===== src/core/tpc_pkg.sv =====
// package: register map, field positions, reset values and timing constants of the timer
package tpc_pkg;
    // register byte addresses (each register one aligned 32-bit word)
    localparam logic [7:0] ADDR_CTRL_ONE   = 8'h00;
    localparam logic [7:0] ADDR_CTRL_TWO   = 8'h04;
    localparam logic [7:0] ADDR_STATUS     = 8'h08;
    localparam logic [7:0] ADDR_CAP1_HI    = 8'h0c;
    localparam logic [7:0] ADDR_CAP1_LO    = 8'h10;
    localparam logic [7:0] ADDR_CMP1_HI    = 8'h14;
    localparam logic [7:0] ADDR_CMP1_LO    = 8'h18;
    localparam logic [7:0] ADDR_CNT_HI     = 8'h1c;
    localparam logic [7:0] ADDR_CNT_LO     = 8'h20;
    localparam logic [7:0] ADDR_CAP2_HI    = 8'h24;
    localparam logic [7:0] ADDR_CAP2_LO    = 8'h28;
    localparam logic [7:0] ADDR_CMP2_HI    = 8'h2c;
    localparam logic [7:0] ADDR_CMP2_LO    = 8'h30;
    // control one fields
    localparam int CR1_CAP_IRQ_EN  = 7;
    localparam int CR1_CMP_IRQ_EN  = 6;
    localparam int CR1_OVF_IRQ_EN  = 5;
    localparam int CR1_FORCE_TWO   = 4;
    localparam int CR1_FORCE_ONE   = 3;
    localparam int CR1_LEVEL_TWO   = 2;
    localparam int CR1_CAP1_EDGE   = 1;
    localparam int CR1_LEVEL_ONE   = 0;
    // control two fields
    localparam int CR2_PIN1_EN     = 7;
    localparam int CR2_PIN2_EN     = 6;
    localparam int CR2_SINGLE      = 5;
    localparam int CR2_PWM         = 4;
    localparam int CR2_CLK_SEL_HI  = 3;
    localparam int CR2_CLK_SEL_LO  = 2;
    localparam int CR2_CAP2_EDGE   = 1;
    localparam int CR2_GLOBAL_MASK = 0;
    // status fields
    localparam int SR_CAP1_FLAG    = 7;
    localparam int SR_CMP1_FLAG    = 6;
    localparam int SR_OVF_FLAG     = 5;
    localparam int SR_CAP2_FLAG    = 4;
    localparam int SR_CMP2_FLAG    = 3;
    // reset values
    localparam logic [7:0]  CTRL_RESET     = 8'h00;
    localparam logic [7:0]  CMP_HI_RESET   = 8'h80;
    localparam logic [7:0]  CMP_LO_RESET   = 8'h00;
    localparam logic [15:0] COUNT_RESET    = 16'hfffc;
    localparam logic [15:0] PWM_RELOAD     = 16'hfffc;
    // compare value = ticks - this offset
    localparam int          CMP_TICK_OFFSET = 5;
    // clock select codes: divide by 4, 2, 8, external
    localparam logic [1:0]  CLK_DIV4       = 2'h0;
    localparam logic [1:0]  CLK_DIV2       = 2'h1;
    localparam logic [1:0]  CLK_DIV8       = 2'h2;
    localparam logic [1:0]  CLK_EXT        = 2'h3;
    typedef enum logic [1:0] {TPC_IDLE, TPC_ACCESS} tpc_bus_state_t;
endpackage : tpc_pkg


===== src/core/tpc_sync_edge.sv =====
// two-flop synchroniser with rising and falling edge pulses
`timescale 1ns/100ps
`default_nettype none
module tpc_sync_edge (
    input  wire logic sys_clk,
    input  wire logic rst,
    input  wire logic pin_in,
    output logic      level_out,
    output logic      rise_out,
    output logic      fall_out
);
    logic meta_q;
    logic sync_q;
    logic prev_q;

    always_ff @(posedge sys_clk) begin
        if (rst) begin
            meta_q <= 1'b0;
            sync_q <= 1'b0;
            prev_q <= 1'b0;
        end else begin
            meta_q <= pin_in;
            sync_q <= meta_q;
            prev_q <= sync_q;
        end
    end

    assign level_out = sync_q;
    assign rise_out  = sync_q & ~prev_q;
    assign fall_out  = ~sync_q & prev_q;
endmodule : tpc_sync_edge
`default_nettype wire


===== src/core/tpc_prescaler.sv =====
// timer tick source: divided system clock or external clock rising edge
`timescale 1ns/100ps
`default_nettype none
module tpc_prescaler (
    input  wire logic       sys_clk,
    input  wire logic       rst,
    input  wire logic [1:0] clk_sel,
    input  wire logic       ext_rise,
    input  wire logic       restart,
    output logic            tick
);
    logic [2:0] div_q;
    logic       div_end;

    always_ff @(posedge sys_clk) begin
        if (rst || restart) begin
            div_q <= 3'h0;
        end else begin
            div_q <= div_q + 3'h1;
        end
    end

    always_comb begin
        case (clk_sel)
            tpc_pkg::CLK_DIV2: div_end = div_q[0];
            tpc_pkg::CLK_DIV4: div_end = &div_q[1:0];
            tpc_pkg::CLK_DIV8: div_end = &div_q;
            default:           div_end = 1'b0;
        endcase
    end

    assign tick = (clk_sel == tpc_pkg::CLK_EXT) ? ext_rise : div_end;
endmodule : tpc_prescaler
`default_nettype wire


===== src/core/tpc_timer.sv =====
// 16-bit timer with two compares, two captures, pwm mode and an apb register slave
`timescale 1ns/100ps
`default_nettype none
// Notes on behaviour
// - pwm mode double-buffers both compare values
// - pwm uses compare one and compare two
// - pwm output takes level per match
// - equal levels give constant output
// - pulse from compare-one to compare-two match
// - compare value is ticks minus five
// - compare-two match reloads counter fffc
// - high byte write inhibits until low
// - no compare flags in pwm mode
// - pwm period end sets capture one flag
// - pwm disconnects capture one, keeps two
// - pwm wins over single pulse
// - first instance: compare two write-only
// - bit 7 enables capture interrupts
// - bit 6 enables compare interrupts
// - bit 5 enables overflow interrupt
// - force bits copy levels to outputs
// - level two drives output two or one
// - bit 1 picks capture one edge
// - level one driven on compare-one match
// - capture one bytes latch counter halves
// - compare bytes match counter bytes
// - counter low write resets; access clears overflow
module tpc_timer #(
    parameter bit FIRST_INSTANCE = 1'b0
) (
    input  wire logic        sys_clk,
    input  wire logic        rst,
    input  wire logic        psel,
    input  wire logic        penable,
    input  wire logic        pwrite,
    input  wire logic [7:0]  paddr,
    input  wire logic [31:0] pwdata,
    output logic      [31:0] prdata,
    output logic             pready,
    output logic             pslverr,
    input  wire logic        capture_input_one,
    input  wire logic        capture_input_two,
    input  wire logic        ext_timer_clk,
    output logic             compare_output_one,
    output logic             compare_output_two,
    output logic             timer_irq
);
    logic [7:0]  ctrl_one_q;
    logic [7:0]  ctrl_two_q;
    logic [15:0] count_q;
    logic [7:0]  cmp1_hi_q;
    logic [7:0]  cmp1_lo_q;
    logic [7:0]  cmp2_hi_q;
    logic [7:0]  cmp2_lo_q;
    logic [15:0] cmp1_act_q;
    logic [15:0] cmp2_act_q;
    logic        cmp1_inhibit_q;
    logic        cmp2_inhibit_q;
    logic [7:0]  cap1_hi_q;
    logic [7:0]  cap1_lo_q;
    logic [7:0]  cap2_hi_q;
    logic [7:0]  cap2_lo_q;
    logic        cap1_flag_q;
    logic        cap2_flag_q;
    logic        cmp1_flag_q;
    logic        cmp2_flag_q;
    logic        ovf_flag_q;
    logic        status_read_q;
    logic        out1_q;
    logic        out2_q;
    logic [31:0] prdata_q;
    logic        pready_q;
    logic        pslverr_q;
    logic        irq_q;

    logic        cap1_rise;
    logic        cap1_fall;
    logic        cap2_rise;
    logic        cap2_fall;
    logic        ext_rise;
    logic        tick;

    tpc_sync_edge u_sync_cap1 (
        .sys_clk  (sys_clk),
        .rst      (rst),
        .pin_in   (capture_input_one),
        .level_out(),
        .rise_out (cap1_rise),
        .fall_out (cap1_fall)
    );
    tpc_sync_edge u_sync_cap2 (
        .sys_clk  (sys_clk),
        .rst      (rst),
        .pin_in   (capture_input_two),
        .level_out(),
        .rise_out (cap2_rise),
        .fall_out (cap2_fall)
    );
    tpc_sync_edge u_sync_ext (
        .sys_clk  (sys_clk),
        .rst      (rst),
        .pin_in   (ext_timer_clk),
        .level_out(),
        .rise_out (ext_rise),
        .fall_out ()
    );

    // bus decode: no wait state, answer in the access cycle after setup
    logic setup;
    logic wr_en;
    assign setup = psel & ~penable;
    assign wr_en = psel & penable & pwrite & pready_q;

    logic cnt_lo_wr;
    assign cnt_lo_wr = wr_en && paddr == tpc_pkg::ADDR_CNT_LO;

    tpc_prescaler u_presc (
        .sys_clk (sys_clk),
        .rst     (rst),
        .clk_sel (ctrl_two_q[tpc_pkg::CR2_CLK_SEL_HI:tpc_pkg::CR2_CLK_SEL_LO]),
        .ext_rise(ext_rise),
        .restart (cnt_lo_wr),
        .tick    (tick)
    );

    logic pwm_mode, single_mode;
    assign pwm_mode    = ctrl_two_q[tpc_pkg::CR2_PWM];
    assign single_mode = ctrl_two_q[tpc_pkg::CR2_SINGLE] & ~pwm_mode;

    // compare values in use: shadows in pwm mode, live registers otherwise
    logic [15:0] cmp1_val, cmp2_val;
    assign cmp1_val = pwm_mode ? cmp1_act_q : {cmp1_hi_q, cmp1_lo_q};
    assign cmp2_val = pwm_mode ? cmp2_act_q : {cmp2_hi_q, cmp2_lo_q};

    // high byte against counter high, low byte against counter low
    logic match1, match2;
    assign match1 = tick && !cmp1_inhibit_q && count_q[15:8] == cmp1_val[15:8]
                    && count_q[7:0] == cmp1_val[7:0];
    assign match2 = tick && !cmp2_inhibit_q && count_q[15:8] == cmp2_val[15:8]
                    && count_q[7:0] == cmp2_val[7:0];

    always_ff @(posedge sys_clk) begin
        if (rst) begin
            count_q <= tpc_pkg::COUNT_RESET;
        end else if (cnt_lo_wr) begin
            count_q <= tpc_pkg::COUNT_RESET;
        end else if (pwm_mode && match2) begin
            count_q <= tpc_pkg::PWM_RELOAD;
        end else if (tick) begin
            count_q <= count_q + 16'h0001;
        end
    end

    // shadow update at the end of each pwm period keeps the output clean
    always_ff @(posedge sys_clk) begin
        if (rst) begin
            cmp1_act_q <= {tpc_pkg::CMP_HI_RESET, tpc_pkg::CMP_LO_RESET};
            cmp2_act_q <= {tpc_pkg::CMP_HI_RESET, tpc_pkg::CMP_LO_RESET};
        end else if (!pwm_mode || match2) begin
            cmp1_act_q <= {cmp1_hi_q, cmp1_lo_q};
            cmp2_act_q <= {cmp2_hi_q, cmp2_lo_q};
        end
    end

    always_ff @(posedge sys_clk) begin
        if (rst) begin
            cmp1_hi_q      <= tpc_pkg::CMP_HI_RESET;
            cmp1_lo_q      <= tpc_pkg::CMP_LO_RESET;
            cmp2_hi_q      <= tpc_pkg::CMP_HI_RESET;
            cmp2_lo_q      <= tpc_pkg::CMP_LO_RESET;
            cmp1_inhibit_q <= 1'b0;
            cmp2_inhibit_q <= 1'b0;
            ctrl_one_q     <= tpc_pkg::CTRL_RESET;
            ctrl_two_q     <= tpc_pkg::CTRL_RESET;
        end else if (wr_en) begin
            case (paddr)
                tpc_pkg::ADDR_CTRL_ONE: ctrl_one_q <= pwdata[7:0];
                tpc_pkg::ADDR_CTRL_TWO: ctrl_two_q <= pwdata[7:0];
                tpc_pkg::ADDR_CMP1_HI: begin
                    cmp1_hi_q      <= pwdata[7:0];
                    cmp1_inhibit_q <= 1'b1;
                end
                tpc_pkg::ADDR_CMP1_LO: begin
                    cmp1_lo_q      <= pwdata[7:0];
                    cmp1_inhibit_q <= 1'b0;
                end
                tpc_pkg::ADDR_CMP2_HI: begin
                    cmp2_hi_q      <= pwdata[7:0];
                    cmp2_inhibit_q <= 1'b1;
                end
                tpc_pkg::ADDR_CMP2_LO: begin
                    cmp2_lo_q      <= pwdata[7:0];
                    cmp2_inhibit_q <= 1'b0;
                end
                default: ;
            endcase
        end
    end

    // capture one is cut off from the timer in pwm mode
    logic cap1_evt, cap2_evt;
    assign cap1_evt = !pwm_mode && (ctrl_one_q[tpc_pkg::CR1_CAP1_EDGE] ? cap1_rise
                                                                        : cap1_fall);
    assign cap2_evt = !FIRST_INSTANCE && (ctrl_two_q[tpc_pkg::CR2_CAP2_EDGE] ? cap2_rise
                                                                             : cap2_fall);

    always_ff @(posedge sys_clk) begin
        if (cap1_evt) begin
            cap1_hi_q <= count_q[15:8];
            cap1_lo_q <= count_q[7:0];
        end
        if (cap2_evt) begin
            cap2_hi_q <= count_q[15:8];
            cap2_lo_q <= count_q[7:0];
        end
    end

    // flags clear by reading status then accessing the matching low byte; a set wins
    logic clr_access, cap1_clr, cap2_clr, cmp1_clr, cmp2_clr, ovf_clr;
    assign clr_access = status_read_q & psel & penable & pready_q;
    assign cap1_clr   = clr_access && paddr == tpc_pkg::ADDR_CAP1_LO;
    assign cap2_clr   = clr_access && paddr == tpc_pkg::ADDR_CAP2_LO;
    assign cmp1_clr   = clr_access && paddr == tpc_pkg::ADDR_CMP1_LO;
    assign cmp2_clr   = clr_access && paddr == tpc_pkg::ADDR_CMP2_LO;
    assign ovf_clr    = clr_access && paddr == tpc_pkg::ADDR_CNT_LO;

    always_ff @(posedge sys_clk) begin
        if (rst) begin
            status_read_q <= 1'b0;
        end else if (psel && penable && pready_q) begin
            status_read_q <= !pwrite && paddr == tpc_pkg::ADDR_STATUS;
        end
    end

    logic ovf_evt;
    assign ovf_evt = tick && count_q == 16'hffff && !(pwm_mode && match2);

    always_ff @(posedge sys_clk) begin
        if (rst) begin
            cap1_flag_q <= 1'b0;
            cap2_flag_q <= 1'b0;
            cmp1_flag_q <= 1'b0;
            cmp2_flag_q <= 1'b0;
            ovf_flag_q  <= 1'b0;
        end else begin
            cap1_flag_q <= cap1_evt || (pwm_mode && match2) || (cap1_flag_q && !cap1_clr);
            cap2_flag_q <= !FIRST_INSTANCE && (cap2_evt || (cap2_flag_q && !cap2_clr));
            cmp1_flag_q <= (match1 && !pwm_mode) || (cmp1_flag_q && !cmp1_clr);
            cmp2_flag_q <= (match2 && !pwm_mode) || (cmp2_flag_q && !cmp2_clr);
            ovf_flag_q  <= ovf_evt || (ovf_flag_q && !ovf_clr);
        end
    end

    // compare output levels
    logic pin1_en, pin2_en, lvl1, lvl2;
    assign pin1_en = ctrl_two_q[tpc_pkg::CR2_PIN1_EN];
    assign pin2_en = ctrl_two_q[tpc_pkg::CR2_PIN2_EN];
    assign lvl1    = ctrl_one_q[tpc_pkg::CR1_LEVEL_ONE];
    assign lvl2    = ctrl_one_q[tpc_pkg::CR1_LEVEL_TWO];

    always_ff @(posedge sys_clk) begin
        if (rst) begin
            out1_q <= 1'b0;
        end else if (pin1_en) begin
            if (pwm_mode && lvl1 == lvl2) begin
                out1_q <= lvl1;
            end else if (pwm_mode && match2) begin
                out1_q <= lvl2;
            end else if (single_mode && match2) begin
                out1_q <= lvl2;
            end else if (match1) begin
                out1_q <= lvl1;
            end else if (ctrl_one_q[tpc_pkg::CR1_FORCE_ONE]) begin
                out1_q <= lvl1;
            end
        end
    end

    // in pwm and single pulse modes compare two no longer reaches output two
    always_ff @(posedge sys_clk) begin
        if (rst) begin
            out2_q <= 1'b0;
        end else if (pin2_en) begin
            if (match2 && !pwm_mode && !single_mode) begin
                out2_q <= lvl2;
            end else if (ctrl_one_q[tpc_pkg::CR1_FORCE_TWO]) begin
                out2_q <= lvl2;
            end
        end
    end

    always_ff @(posedge sys_clk) begin
        if (rst) begin
            irq_q <= 1'b0;
        end else begin
            irq_q <= !ctrl_two_q[tpc_pkg::CR2_GLOBAL_MASK] &&
                     ((ctrl_one_q[tpc_pkg::CR1_CAP_IRQ_EN] && (cap1_flag_q || cap2_flag_q)) ||
                      (ctrl_one_q[tpc_pkg::CR1_CMP_IRQ_EN] && (cmp1_flag_q || cmp2_flag_q)) ||
                      (ctrl_one_q[tpc_pkg::CR1_OVF_IRQ_EN] && ovf_flag_q));
        end
    end

    // read mux
    logic [7:0] rd_byte;
    logic       rd_hit;
    always_comb begin
        rd_hit  = 1'b1;
        rd_byte = 8'h00;
        case (paddr)
            tpc_pkg::ADDR_CTRL_ONE: rd_byte = ctrl_one_q;
            tpc_pkg::ADDR_CTRL_TWO: rd_byte = ctrl_two_q;
            tpc_pkg::ADDR_STATUS:   rd_byte = {cap1_flag_q, cmp1_flag_q, ovf_flag_q,
                                               cap2_flag_q, cmp2_flag_q, 3'h0};
            tpc_pkg::ADDR_CAP1_HI:  rd_byte = cap1_hi_q;
            tpc_pkg::ADDR_CAP1_LO:  rd_byte = cap1_lo_q;
            tpc_pkg::ADDR_CMP1_HI:  rd_byte = cmp1_hi_q;
            tpc_pkg::ADDR_CMP1_LO:  rd_byte = cmp1_lo_q;
            tpc_pkg::ADDR_CNT_HI:   rd_byte = count_q[15:8];
            tpc_pkg::ADDR_CNT_LO:   rd_byte = count_q[7:0];
            tpc_pkg::ADDR_CAP2_HI:  rd_byte = FIRST_INSTANCE ? 8'h00 : cap2_hi_q;
            tpc_pkg::ADDR_CAP2_LO:  rd_byte = FIRST_INSTANCE ? 8'h00 : cap2_lo_q;
            // write-only on the first instance: reads give no meaningful data
            tpc_pkg::ADDR_CMP2_HI:  rd_byte = FIRST_INSTANCE ? 8'h00 : cmp2_hi_q;
            tpc_pkg::ADDR_CMP2_LO:  rd_byte = FIRST_INSTANCE ? 8'h00 : cmp2_lo_q;
            default:                rd_hit  = 1'b0;
        endcase
    end

    always_ff @(posedge sys_clk) begin
        if (rst) begin
            pready_q  <= 1'b0;
            pslverr_q <= 1'b0;
            prdata_q  <= 32'h0000_0000;
        end else begin
            pready_q  <= setup;
            pslverr_q <= setup & ~rd_hit;
            prdata_q  <= (setup && !pwrite) ? {24'h00_0000, rd_byte} : 32'h0000_0000;
        end
    end

    assign prdata             = prdata_q;
    assign pready             = pready_q;
    assign pslverr            = pslverr_q;
    assign compare_output_one = out1_q;
    assign compare_output_two = out2_q;
    assign timer_irq          = irq_q;
endmodule : tpc_timer
`default_nettype wire


===== config.mk =====
export PLATFORM = sky130hd
export DESIGN_NAME = tpc_timer
export DESIGN_NICKNAME = d
export VERILOG_FILES = /design/src/core/tpc_pkg.sv /design/src/core/tpc_sync_edge.sv /design/src/core/tpc_prescaler.sv /design/src/core/tpc_timer.sv
export SDC_FILE = /design/constraint.sdc
export NUM_CORES = 1
export LEC_CHECK = 0
export BUFFER_PORTS_ARGS = -buffer_cell sky130_fd_sc_hd__buf_2
export CORE_UTILIZATION = 55
export DETAILED_ROUTE_END_ITERATION = 10
export GPL_TIMING_DRIVEN = 0
export HOLD_SLACK_MARGIN = 0.1
export PLACE_DENSITY = 0.85
export SLEW_MARGIN = 20
export SYNTH_ARGS = -nofsm -noshare
export SYNTH_HDL_FRONTEND = slang
export SYNTH_SLANG_ARGS = --single-unit

===== constraint.sdc =====
create_clock -name sys_clk -period 3.2 [get_ports sys_clk]
set_input_delay 0.64 -clock sys_clk [delete_from_list [all_inputs] [get_ports sys_clk]]
set_output_delay 0.64 -clock sys_clk [all_outputs]
set_load 0.02 [all_outputs]

Yosys cells after proc, flatten, opt, wreduce, memory -nomap -nowiden
Cells that the tools add are included.
- $add $sub $neg: 2
- equal/unequal tests: 21
- muxes and demuxes: 17
- bitwise operators: 23
- reductions and logical operators: 79
- operators with widths (operator ; count):
    $pmux W8 S13 ; 1
    $eq A8 B6 Y1 const B ; 5
    $logic_and A1 B1 Y1 ; 34
    $eq A8 B5 Y1 const B ; 4
    $eq A8 B8 Y1 ; 4
    $mux W16 ; 2
    $reduce_and A2 Y1 ; 11
    $add A16 B1 Y16 const B ; 1
    $eq A16 B16 Y1 const B ; 1
    $eq A8 B4 Y1 const B ; 2
    $and A1 B1 Y1 ; 14
    $reduce_or A13 Y1 ; 1
    $logic_not A1 Y1 ; 12
    $logic_or A1 B1 Y1 ; 12
    $mux W1 ; 11
    $not A1 Y1 ; 9
    $eq A8 B3 Y1 const B ; 1
    $logic_not A8 Y1 ; 1
    $reduce_bool A2 Y1 ; 3
    $reduce_bool A5 Y1 ; 1
    $eq A2 B2 Y1 const B ; 2
    $pmux W1 S2 ; 2
    $add A3 B1 Y3 const B ; 1
    $pmux W1 S3 ; 1
    other kinds (6) ; 6
- flip-flop bits (word level): 185
- input bits: 48
- output and inout port bits: 37
- logic and storage cells: 180

Depth between registers and ports, before layout
- word-level depth: 10
- mapped depth: 11
- gate-level depth less buffers: 8

Hierarchy
Synthesis repeated with hierarchy kept, for this count alone.
- cells, all modules: 809
- area, all modules: 7523.5 µm²
- modules (own cells, without submodules) (module ; instances ; cells an instance ; area an instance (µm²) ; sequential area each (µm²)):
    tpc_timer ; 1 ; 776 ; 7121.8 ; 3303.2
    tpc_sync_edge ; 3 ; 8 ; 91.3 ; 60.1
    tpc_prescaler ; 1 ; 9 ; 127.6 ; 60.1

Least setup slack after synthesis
Ideal clock, no wire load.
- kind: register -> register
- start: reg u_presc.div_q[0]
- end: reg out2_q, in the netlist compare_output_two
- library setup time: 0.128 ns
- data arrival time: 2.204 ns
- required time: 3.072 ns
- slack: 0.868 ns
- cell stages (with the launch flop): 10
- buffers on the path: 1
- clock period less this slack: 2.332 ns
- cells stage by stage: dfxtp_1 -> ha_1 -> ha_1 -> mux4_2 -> buf_2 -> nand4_1 -> or4_4 -> o41ai_1 -> mux2i_1 -> nor2_1
- cells in the longest elaborated chain, start to end: 10
- elaborated cells between the ends (all ways): 12
- those cells by class: mux (3); reduce/logical (9)
- ends and longest elaborated chain (what ; RTL line ; source):
    start: declaration ; tpc_prescaler.sv:12 ; logic [2:0] div_q;
    start signal: assignment ; tpc_prescaler.sv:19 ; div_q <= div_q + 3'h1;
    $reduce_and A3 Y1 / $reduce_and A2 Y1 (equally long branches) ; tpc_prescaler.sv:27, tpc_prescaler.sv:26 ;
    $pmux W1 S3 * ; tpc_prescaler.sv:24 ; case (clk_sel)
    $mux W1 * ; tpc_prescaler.sv:32 ; assign tick = (clk_sel == tpc_pkg::CLK_EXT) ? ext_rise : div_end;
    $logic_and A1 B1 Y1 * (2 in series) ; tpc_timer.sv:139 ; assign match2 = tick && !cmp2_inhibit_q && count_q[15:8] == cmp2_val[15:8]
    $logic_and A1 B1 Y1 * ; tpc_timer.sv:140 ; && count_q[7:0] == cmp2_val[7:0];
    $logic_and A1 B1 Y1 * (2 in series) ; tpc_timer.sv:284 ; if (match2 && !pwm_mode && !single_mode) begin
    $reduce_bool A2 Y1 (no source line) ; n/a ;
    $reduce_and A2 Y1 (no source line) ; n/a ;
    end signal: assignment ; tpc_timer.sv:285 ; out2_q <= lvl2;
    end signal: assignment ; tpc_timer.sv:287 ; out2_q <= lvl2;
    end: declaration ; tpc_timer.sv:70 ; logic out2_q;
Mark *: on every way between the ends. The rest lies on a longest branch, timed or not.
A chain may end at the register's enable or synchronous reset.

Worst setup path in the final report
- start: reg ctrl_two_q[4]
- end: reg count_q[15]
- cells in the longest elaborated chain, start to end: 6
- elaborated cells between the ends (all ways): 7
- those cells by class: eq/ne (2); mux (1); reduce/logical (4)
- ends and longest elaborated chain (what ; RTL line ; source):
    start: declaration ; tpc_timer.sv:49 ; logic [7:0] ctrl_two_q;
    start signal: assignment ; tpc_timer.sv:174 ; ctrl_two_q <= tpc_pkg::CTRL_RESET;
    start signal: assignment ; tpc_timer.sv:178 ; tpc_pkg::ADDR_CTRL_TWO: ctrl_two_q <= pwdata[7:0];
    $mux W16 ; tpc_timer.sv:133 ; assign cmp2_val = pwm_mode ? cmp2_act_q : {cmp2_hi_q, cmp2_lo_q};
    $eq A8 B8 Y1 ; tpc_timer.sv:139 ;
    $logic_and A1 B1 Y1 ; tpc_timer.sv:139 ;
    $logic_and A1 B1 Y1 ; tpc_timer.sv:140 ;
    $logic_and A1 B1 Y1 * ; tpc_timer.sv:147 ; end else if (pwm_mode && match2) begin
    $reduce_or A3 Y1 (no source line) * ; n/a ;
    end signal: assignment ; tpc_timer.sv:146 ; count_q <= tpc_pkg::COUNT_RESET;
    end signal: assignment ; tpc_timer.sv:148 ; count_q <= tpc_pkg::PWM_RELOAD;
    end signal: assignment ; tpc_timer.sv:150 ; count_q <= count_q + 16'h0001;
    end: declaration ; tpc_timer.sv:50 ; logic [15:0] count_q;
Marked as above.

==> impl_results.html <==
<table>
<tr><th>Metric</th><th>Value</th></tr>
<tr><th colspan="2">Synthesis</th></tr>
<tr><td>Async set-reset flop share out of synthesis</td><td>0</td></tr>
<tr><td>Biggest area consumer among synthesized cells</td><td>dfxtp_1</td></tr>
<tr><td>Netlist cell types</td><td>50</td></tr>
<tr><td>Seq cells post-synth</td><td>161</td></tr>
<tr><td>Cell area after technology mapping</td><td>0.00723 mm^2</td></tr>
<tr><td>Most frequent cells after synthesis</td><td>129 x dfxtp_1, 122 x nand2_1, 68 x nor2_1</td></tr>
<tr><td>Count leader, synth</td><td>dfxtp_1</td></tr>
<tr><td>Area contributors post-synth</td><td>dfxtp_1 36%, edfxtp_1 13%, mux2i_1 8.9%</td></tr>
<tr><td>Count of yosys warnings during synthesis</td><td>0</td></tr>
<tr><td>Fraction of synthesized cell area taken by the top area cell type</td><td>0.357</td></tr>
<tr><td>Number of enable flip-flop cells after synthesis</td><td>32</td></tr>
<tr><td>Leading register cell type out of synthesis</td><td>dfxtp_1</td></tr>
<tr><td>Mean instance size in the synthesized netlist</td><td>9.55 um^2</td></tr>
<tr><td>Gate count of the mapped netlist</td><td>757</td></tr>
<tr><td>Share of the yosys chip area belonging to registers</td><td>0.490</td></tr>
<tr><th colspan="2">Placed design</th></tr>
<tr><td>HPWL after DPL</td><td>15500 um</td></tr>
<tr><td>Weighted congestion reported at the end of routability-driven placement</td><td>1.01</td></tr>
<tr><td>PortBufs</td><td>36</td></tr>
<tr><th colspan="2">Global route</th></tr>
<tr><td>Global-route layer with the greatest usage</td><td>met2</td></tr>
<tr><td>Global-route wire length before repair</td><td>33100 um</td></tr>
<tr><td>Maximum number of pins on one net before global-route repair</td><td>17</td></tr>
<tr><td>Number of global-route vias before repair</td><td>5830</td></tr>
<tr><td>Sum of overflow across all layers after global routing</td><td>0</td></tr>
<tr><td>GR Layer Usage met2</td><td>0.524</td></tr>
<tr><td>Total global-route track usage</td><td>0.344</td></tr>
<tr><td>Met3 usage</td><td>0.102</td></tr>
<tr><td>Met1 capacity usage during global routing</td><td>0.418</td></tr>
<tr><td>Initial antenna violation count</td><td>0</td></tr>
<tr><th colspan="2">Timing</th></tr>
<tr><td>Final worst path period share</td><td>0.940</td></tr>
<tr><td>Total count of max-transition violations in the final report</td><td>0</td></tr>
<tr><td>Slew Limit Headroom</td><td>0.445</td></tr>
<tr><td>Unrepaired setup endpoints after global routing</td><td>no</td></tr>
<tr><td>Total Negative Setup Slacks</td><td>0 ns</td></tr>
<tr><td>Final Critical Period</td><td>3.01 ns</td></tr>
<tr><td>Pin slew with the least headroom to its limit</td><td>0.829 ns</td></tr>
<tr><td>Setup-violating endpoint count in the final report</td><td>0</td></tr>
<tr><td>F_max</td><td>332 MHz</td></tr>
<tr><td>Hold Violations, Final</td><td>0</td></tr>
<tr><td>Max Clock Skew</td><td>0.00751 ns</td></tr>
<tr><th colspan="2">Floorplan</th></tr>
<tr><td>Area enclosed by the die boundary</td><td>0.0136 mm^2</td></tr>
<tr><td>Width of the die</td><td>117 um</td></tr>
<tr><td>IO Pins</td><td>85</td></tr>
<tr><td>Num rows</td><td>41</td></tr>
<tr><td>Floorplan die height</td><td>117 um</td></tr>
<tr><td>Core outline area</td><td>0.0127 mm^2</td></tr>
<tr><td>Effective utilization at floorplan</td><td>0.568</td></tr>
<tr><th colspan="2">Route</th></tr>
<tr><td>Total via count after detailed routing</td><td>6157</td></tr>
<tr><td>Total routed wirelength</td><td>22200 um</td></tr>
<tr><td>DRC marker count from the first detailed-route iteration</td><td>959</td></tr>
<tr><td>Length of the first detailed-routing pass in iterations</td><td>7</td></tr>
<tr><td>Drc violations</td><td>0</td></tr>
<tr><td>Count of nets left with antenna violations after detail routing</td><td>0</td></tr>
<tr><td>WL/cell</td><td>21.7 um</td></tr>
<tr><td>Routed via count divided by cell count</td><td>6.02</td></tr>
<tr><th colspan="2">Clock tree</th></tr>
<tr><td>TritonCTS Buffers</td><td>17</td></tr>
<tr><td>Clock tree from TritonCTS</td><td>yes</td></tr>
<tr><td>Register clock-pin slew on the reported worst setup and hold paths</td><td>0.06 ns</td></tr>
<tr><td>Insertion delay to the later sink of the worst-skew pair</td><td>0.43 ns</td></tr>
<tr><td>Buffer depth of the longest clock path</td><td>2</td></tr>
<tr><td>Clock root buffer</td><td>clkbuf_16</td></tr>
<tr><td>H-Tree Depth</td><td>4</td></tr>
<tr><td>Number of clock sinks</td><td>161</td></tr>
<tr><th colspan="2">Outcome</th></tr>
<tr><td>Result of the run</td><td>finished clean</td></tr>
<tr><th colspan="2">Critical path</th></tr>
<tr><td>Critical path's most frequent cell</td><td>buf_6</td></tr>
<tr><td>CP max stage cell</td><td>a21oi_1</td></tr>
<tr><td>Startpoint types</td><td>flop</td></tr>
<tr><td>Cell breakdown of the critical path</td><td>buf_6, buf_12, buf_6, mux2i_1, xnor2_1, nor4_1, nand3_1, nor2_2, a21oi_1, buf_2, nand2_1</td></tr>
<tr><td>CP endpoint kind</td><td>flop</td></tr>
<tr><td>Delay contributed by the slowest stage of the critical path</td><td>0.61 ns</td></tr>
<tr><td>Arrival @ worst endpoint</td><td>3.32 ns</td></tr>
<tr><td>Required @ worst endpoint</td><td>3.51 ns</td></tr>
<tr><td>CP Class</td><td>reg -&gt; reg</td></tr>
<tr><td>Number of buffer and inverter instances along the worst setup path</td><td>4</td></tr>
<tr><td>Worst Path Max Fanout</td><td>10</td></tr>
<tr><td>Cell type group with the largest total delay on the critical path</td><td>buffers and inverters</td></tr>
<tr><th colspan="2">Power</th></tr>
<tr><td>IR drop worst, VDD</td><td>0.000366 V</td></tr>
<tr><td>Total power per unit cell area</td><td>514 mW/mm^2</td></tr>
<tr><td>Leakage</td><td>3.13 nW</td></tr>
<tr><th colspan="2">Layout</th></tr>
<tr><td>Fraction of final layout cells with drive strength greater than 1</td><td>0.139</td></tr>
<tr><td>Antenna fix cells</td><td>0</td></tr>
<tr><td>Post-synthesis to final-layout area growth</td><td>15.2%</td></tr>
<tr><td>Nets</td><td>888</td></tr>
<tr><td>Final core utilization</td><td>0.654</td></tr>
<tr><td>Number of inserted filler cells in the final layout</td><td>1008</td></tr>
<tr><th colspan="2">Hold path</th></tr>
<tr><td>Path category of the worst min-delay check</td><td>in -&gt; reg</td></tr>
<tr><th colspan="2">Flow run</th></tr>
<tr><td>Number of max-capacitance violations reported</td><td>0</td></tr>
</table>
==> placed cells by master, fill, tap and decap left out, drive strengths merged, types with 2 or more instances in the layout <==
cell      count
a211o         2
a21o          2
a21oi        59
a221oi       12
a222oi       11
a22o          6
a22oi        17
a31oi         7
and2          8
and3          6
and4          2
buf          75
bufinv        2
clkbuf       49
clkinv        6
clkinvlp      2
conb         24
dfxtp       129
edfxtp       32
ha            3
inv          10
mux2i        64
nand2       122
nand3        28
nand3b        7
nand4         6
nor2         68
nor2b        12
nor3          4
nor4          6
o21ai         5
or2           3
or3           2
or4           3
xnor2        35
xor2         13
==> final cells by class <==
class	instances	area, um^2	share of cell area
flip-flops and latches	161	3540	0.426
multi-input cells	545	3340	0.401
clock buffers	17	425	0.0511
plain buffers	69	424	0.0509
well taps	172	215	0.0258
repair buffers	38	203	0.0243
clock inverters	15	159	0.0191
inverters	5	18.8	0.00225
==> through the flow <==
stage | instance area (um^2) | setup slack [ns] | total power [mW] | instances | hold slack [ns]
finish | 8330 | 0.191 | 4.28 | 1022 | 0.418
CTS | 8320 | 0.222 | 4.27 | 1022 | 0.416
global placement | 7710 | 0.166 | 2.29 | 988 | 0.417
global route | 8330 | 0.0473 | 4.38 | 1022 | 0.442
floorplan | 7310 | 0.868 | 2.24 | 780 | 0.413
detailed placement | 7740 | 0.209 | 2.30 | 990 | 0.427
==> kinds of logic after synthesis <==
logic type | after synthesis | share of synthesized area
buf+inv | 74 | 0.0613
xor+xnor | 48 | 0.0582
other cells | 1 | 0.000519
compound gates | 126 | 0.118
fa+ha+maj | 3 | 0.00519
mux | 65 | 0.0917
simple gates | 279 | 0.175
flops | 161 | 0.490
==> power breakdown <==
| group | internal [mW] | total, mW | switching [mW] |
|---|---|---|---|
| Clock | 1.16 | 2.02 | 0.859 |
| Combinational | 0.0564 | 0.172 | 0.115 |
| Sequential | 2.08 | 2.09 | 0.0105 |
| Total | 3.29 | 4.28 | 0.985 |
==> sequential cells by signal, summed over array words and instances, names as in the netlist, 3 cells and up <==
name           flops
prdata             8
ctrl_one_q         8
cmp1_lo_q          8
cap1_hi_q          8
u_presc.div_q      3
cmp1_act_q        16
cap2_lo_q          8
cmp2_lo_q          8
cap2_hi_q          8
cmp1_hi_q          8
cmp2_hi_q          8
ctrl_two_q         8
count_q           16
cap1_lo_q          8
cmp2_act_q        16
==> per-layer routing <==
layer | share of wire | vias up
met5 | 0 | -
met4 | 0.065 | 0
met3 | 0.12 | 102
met2 | 0.45 | 415
met1 | 0.36 | 2859
li1 | - | 2781
==> final timing paths <==
| path | endpoint | startpoint | depth (start not counted) | slack (ns) |
|---|---|---|---|---|
| hold reg to reg | u_sync_ext.level_out | u_sync_ext.meta_q | 1 | 0.44 |
| setup reg to reg | count_q[15] | ctrl_two_q[4] | 11 | 0.19 |
| hold / removal | u_sync_cap1.meta_q | capture_input_one | 2 | 0.42 |
| setup / recovery | count_q[15] | ctrl_two_q[4] | 11 | 0.19 |
==> timing repair <==
item                                    4_1_cts  5_1_grt
endpoints found under the setup margin        0       10
resized for setup                             0        1
hold buffers                                  0        0
buffers inserted                              0        0
Note: power is estimated with default switching activity, not from simulation.
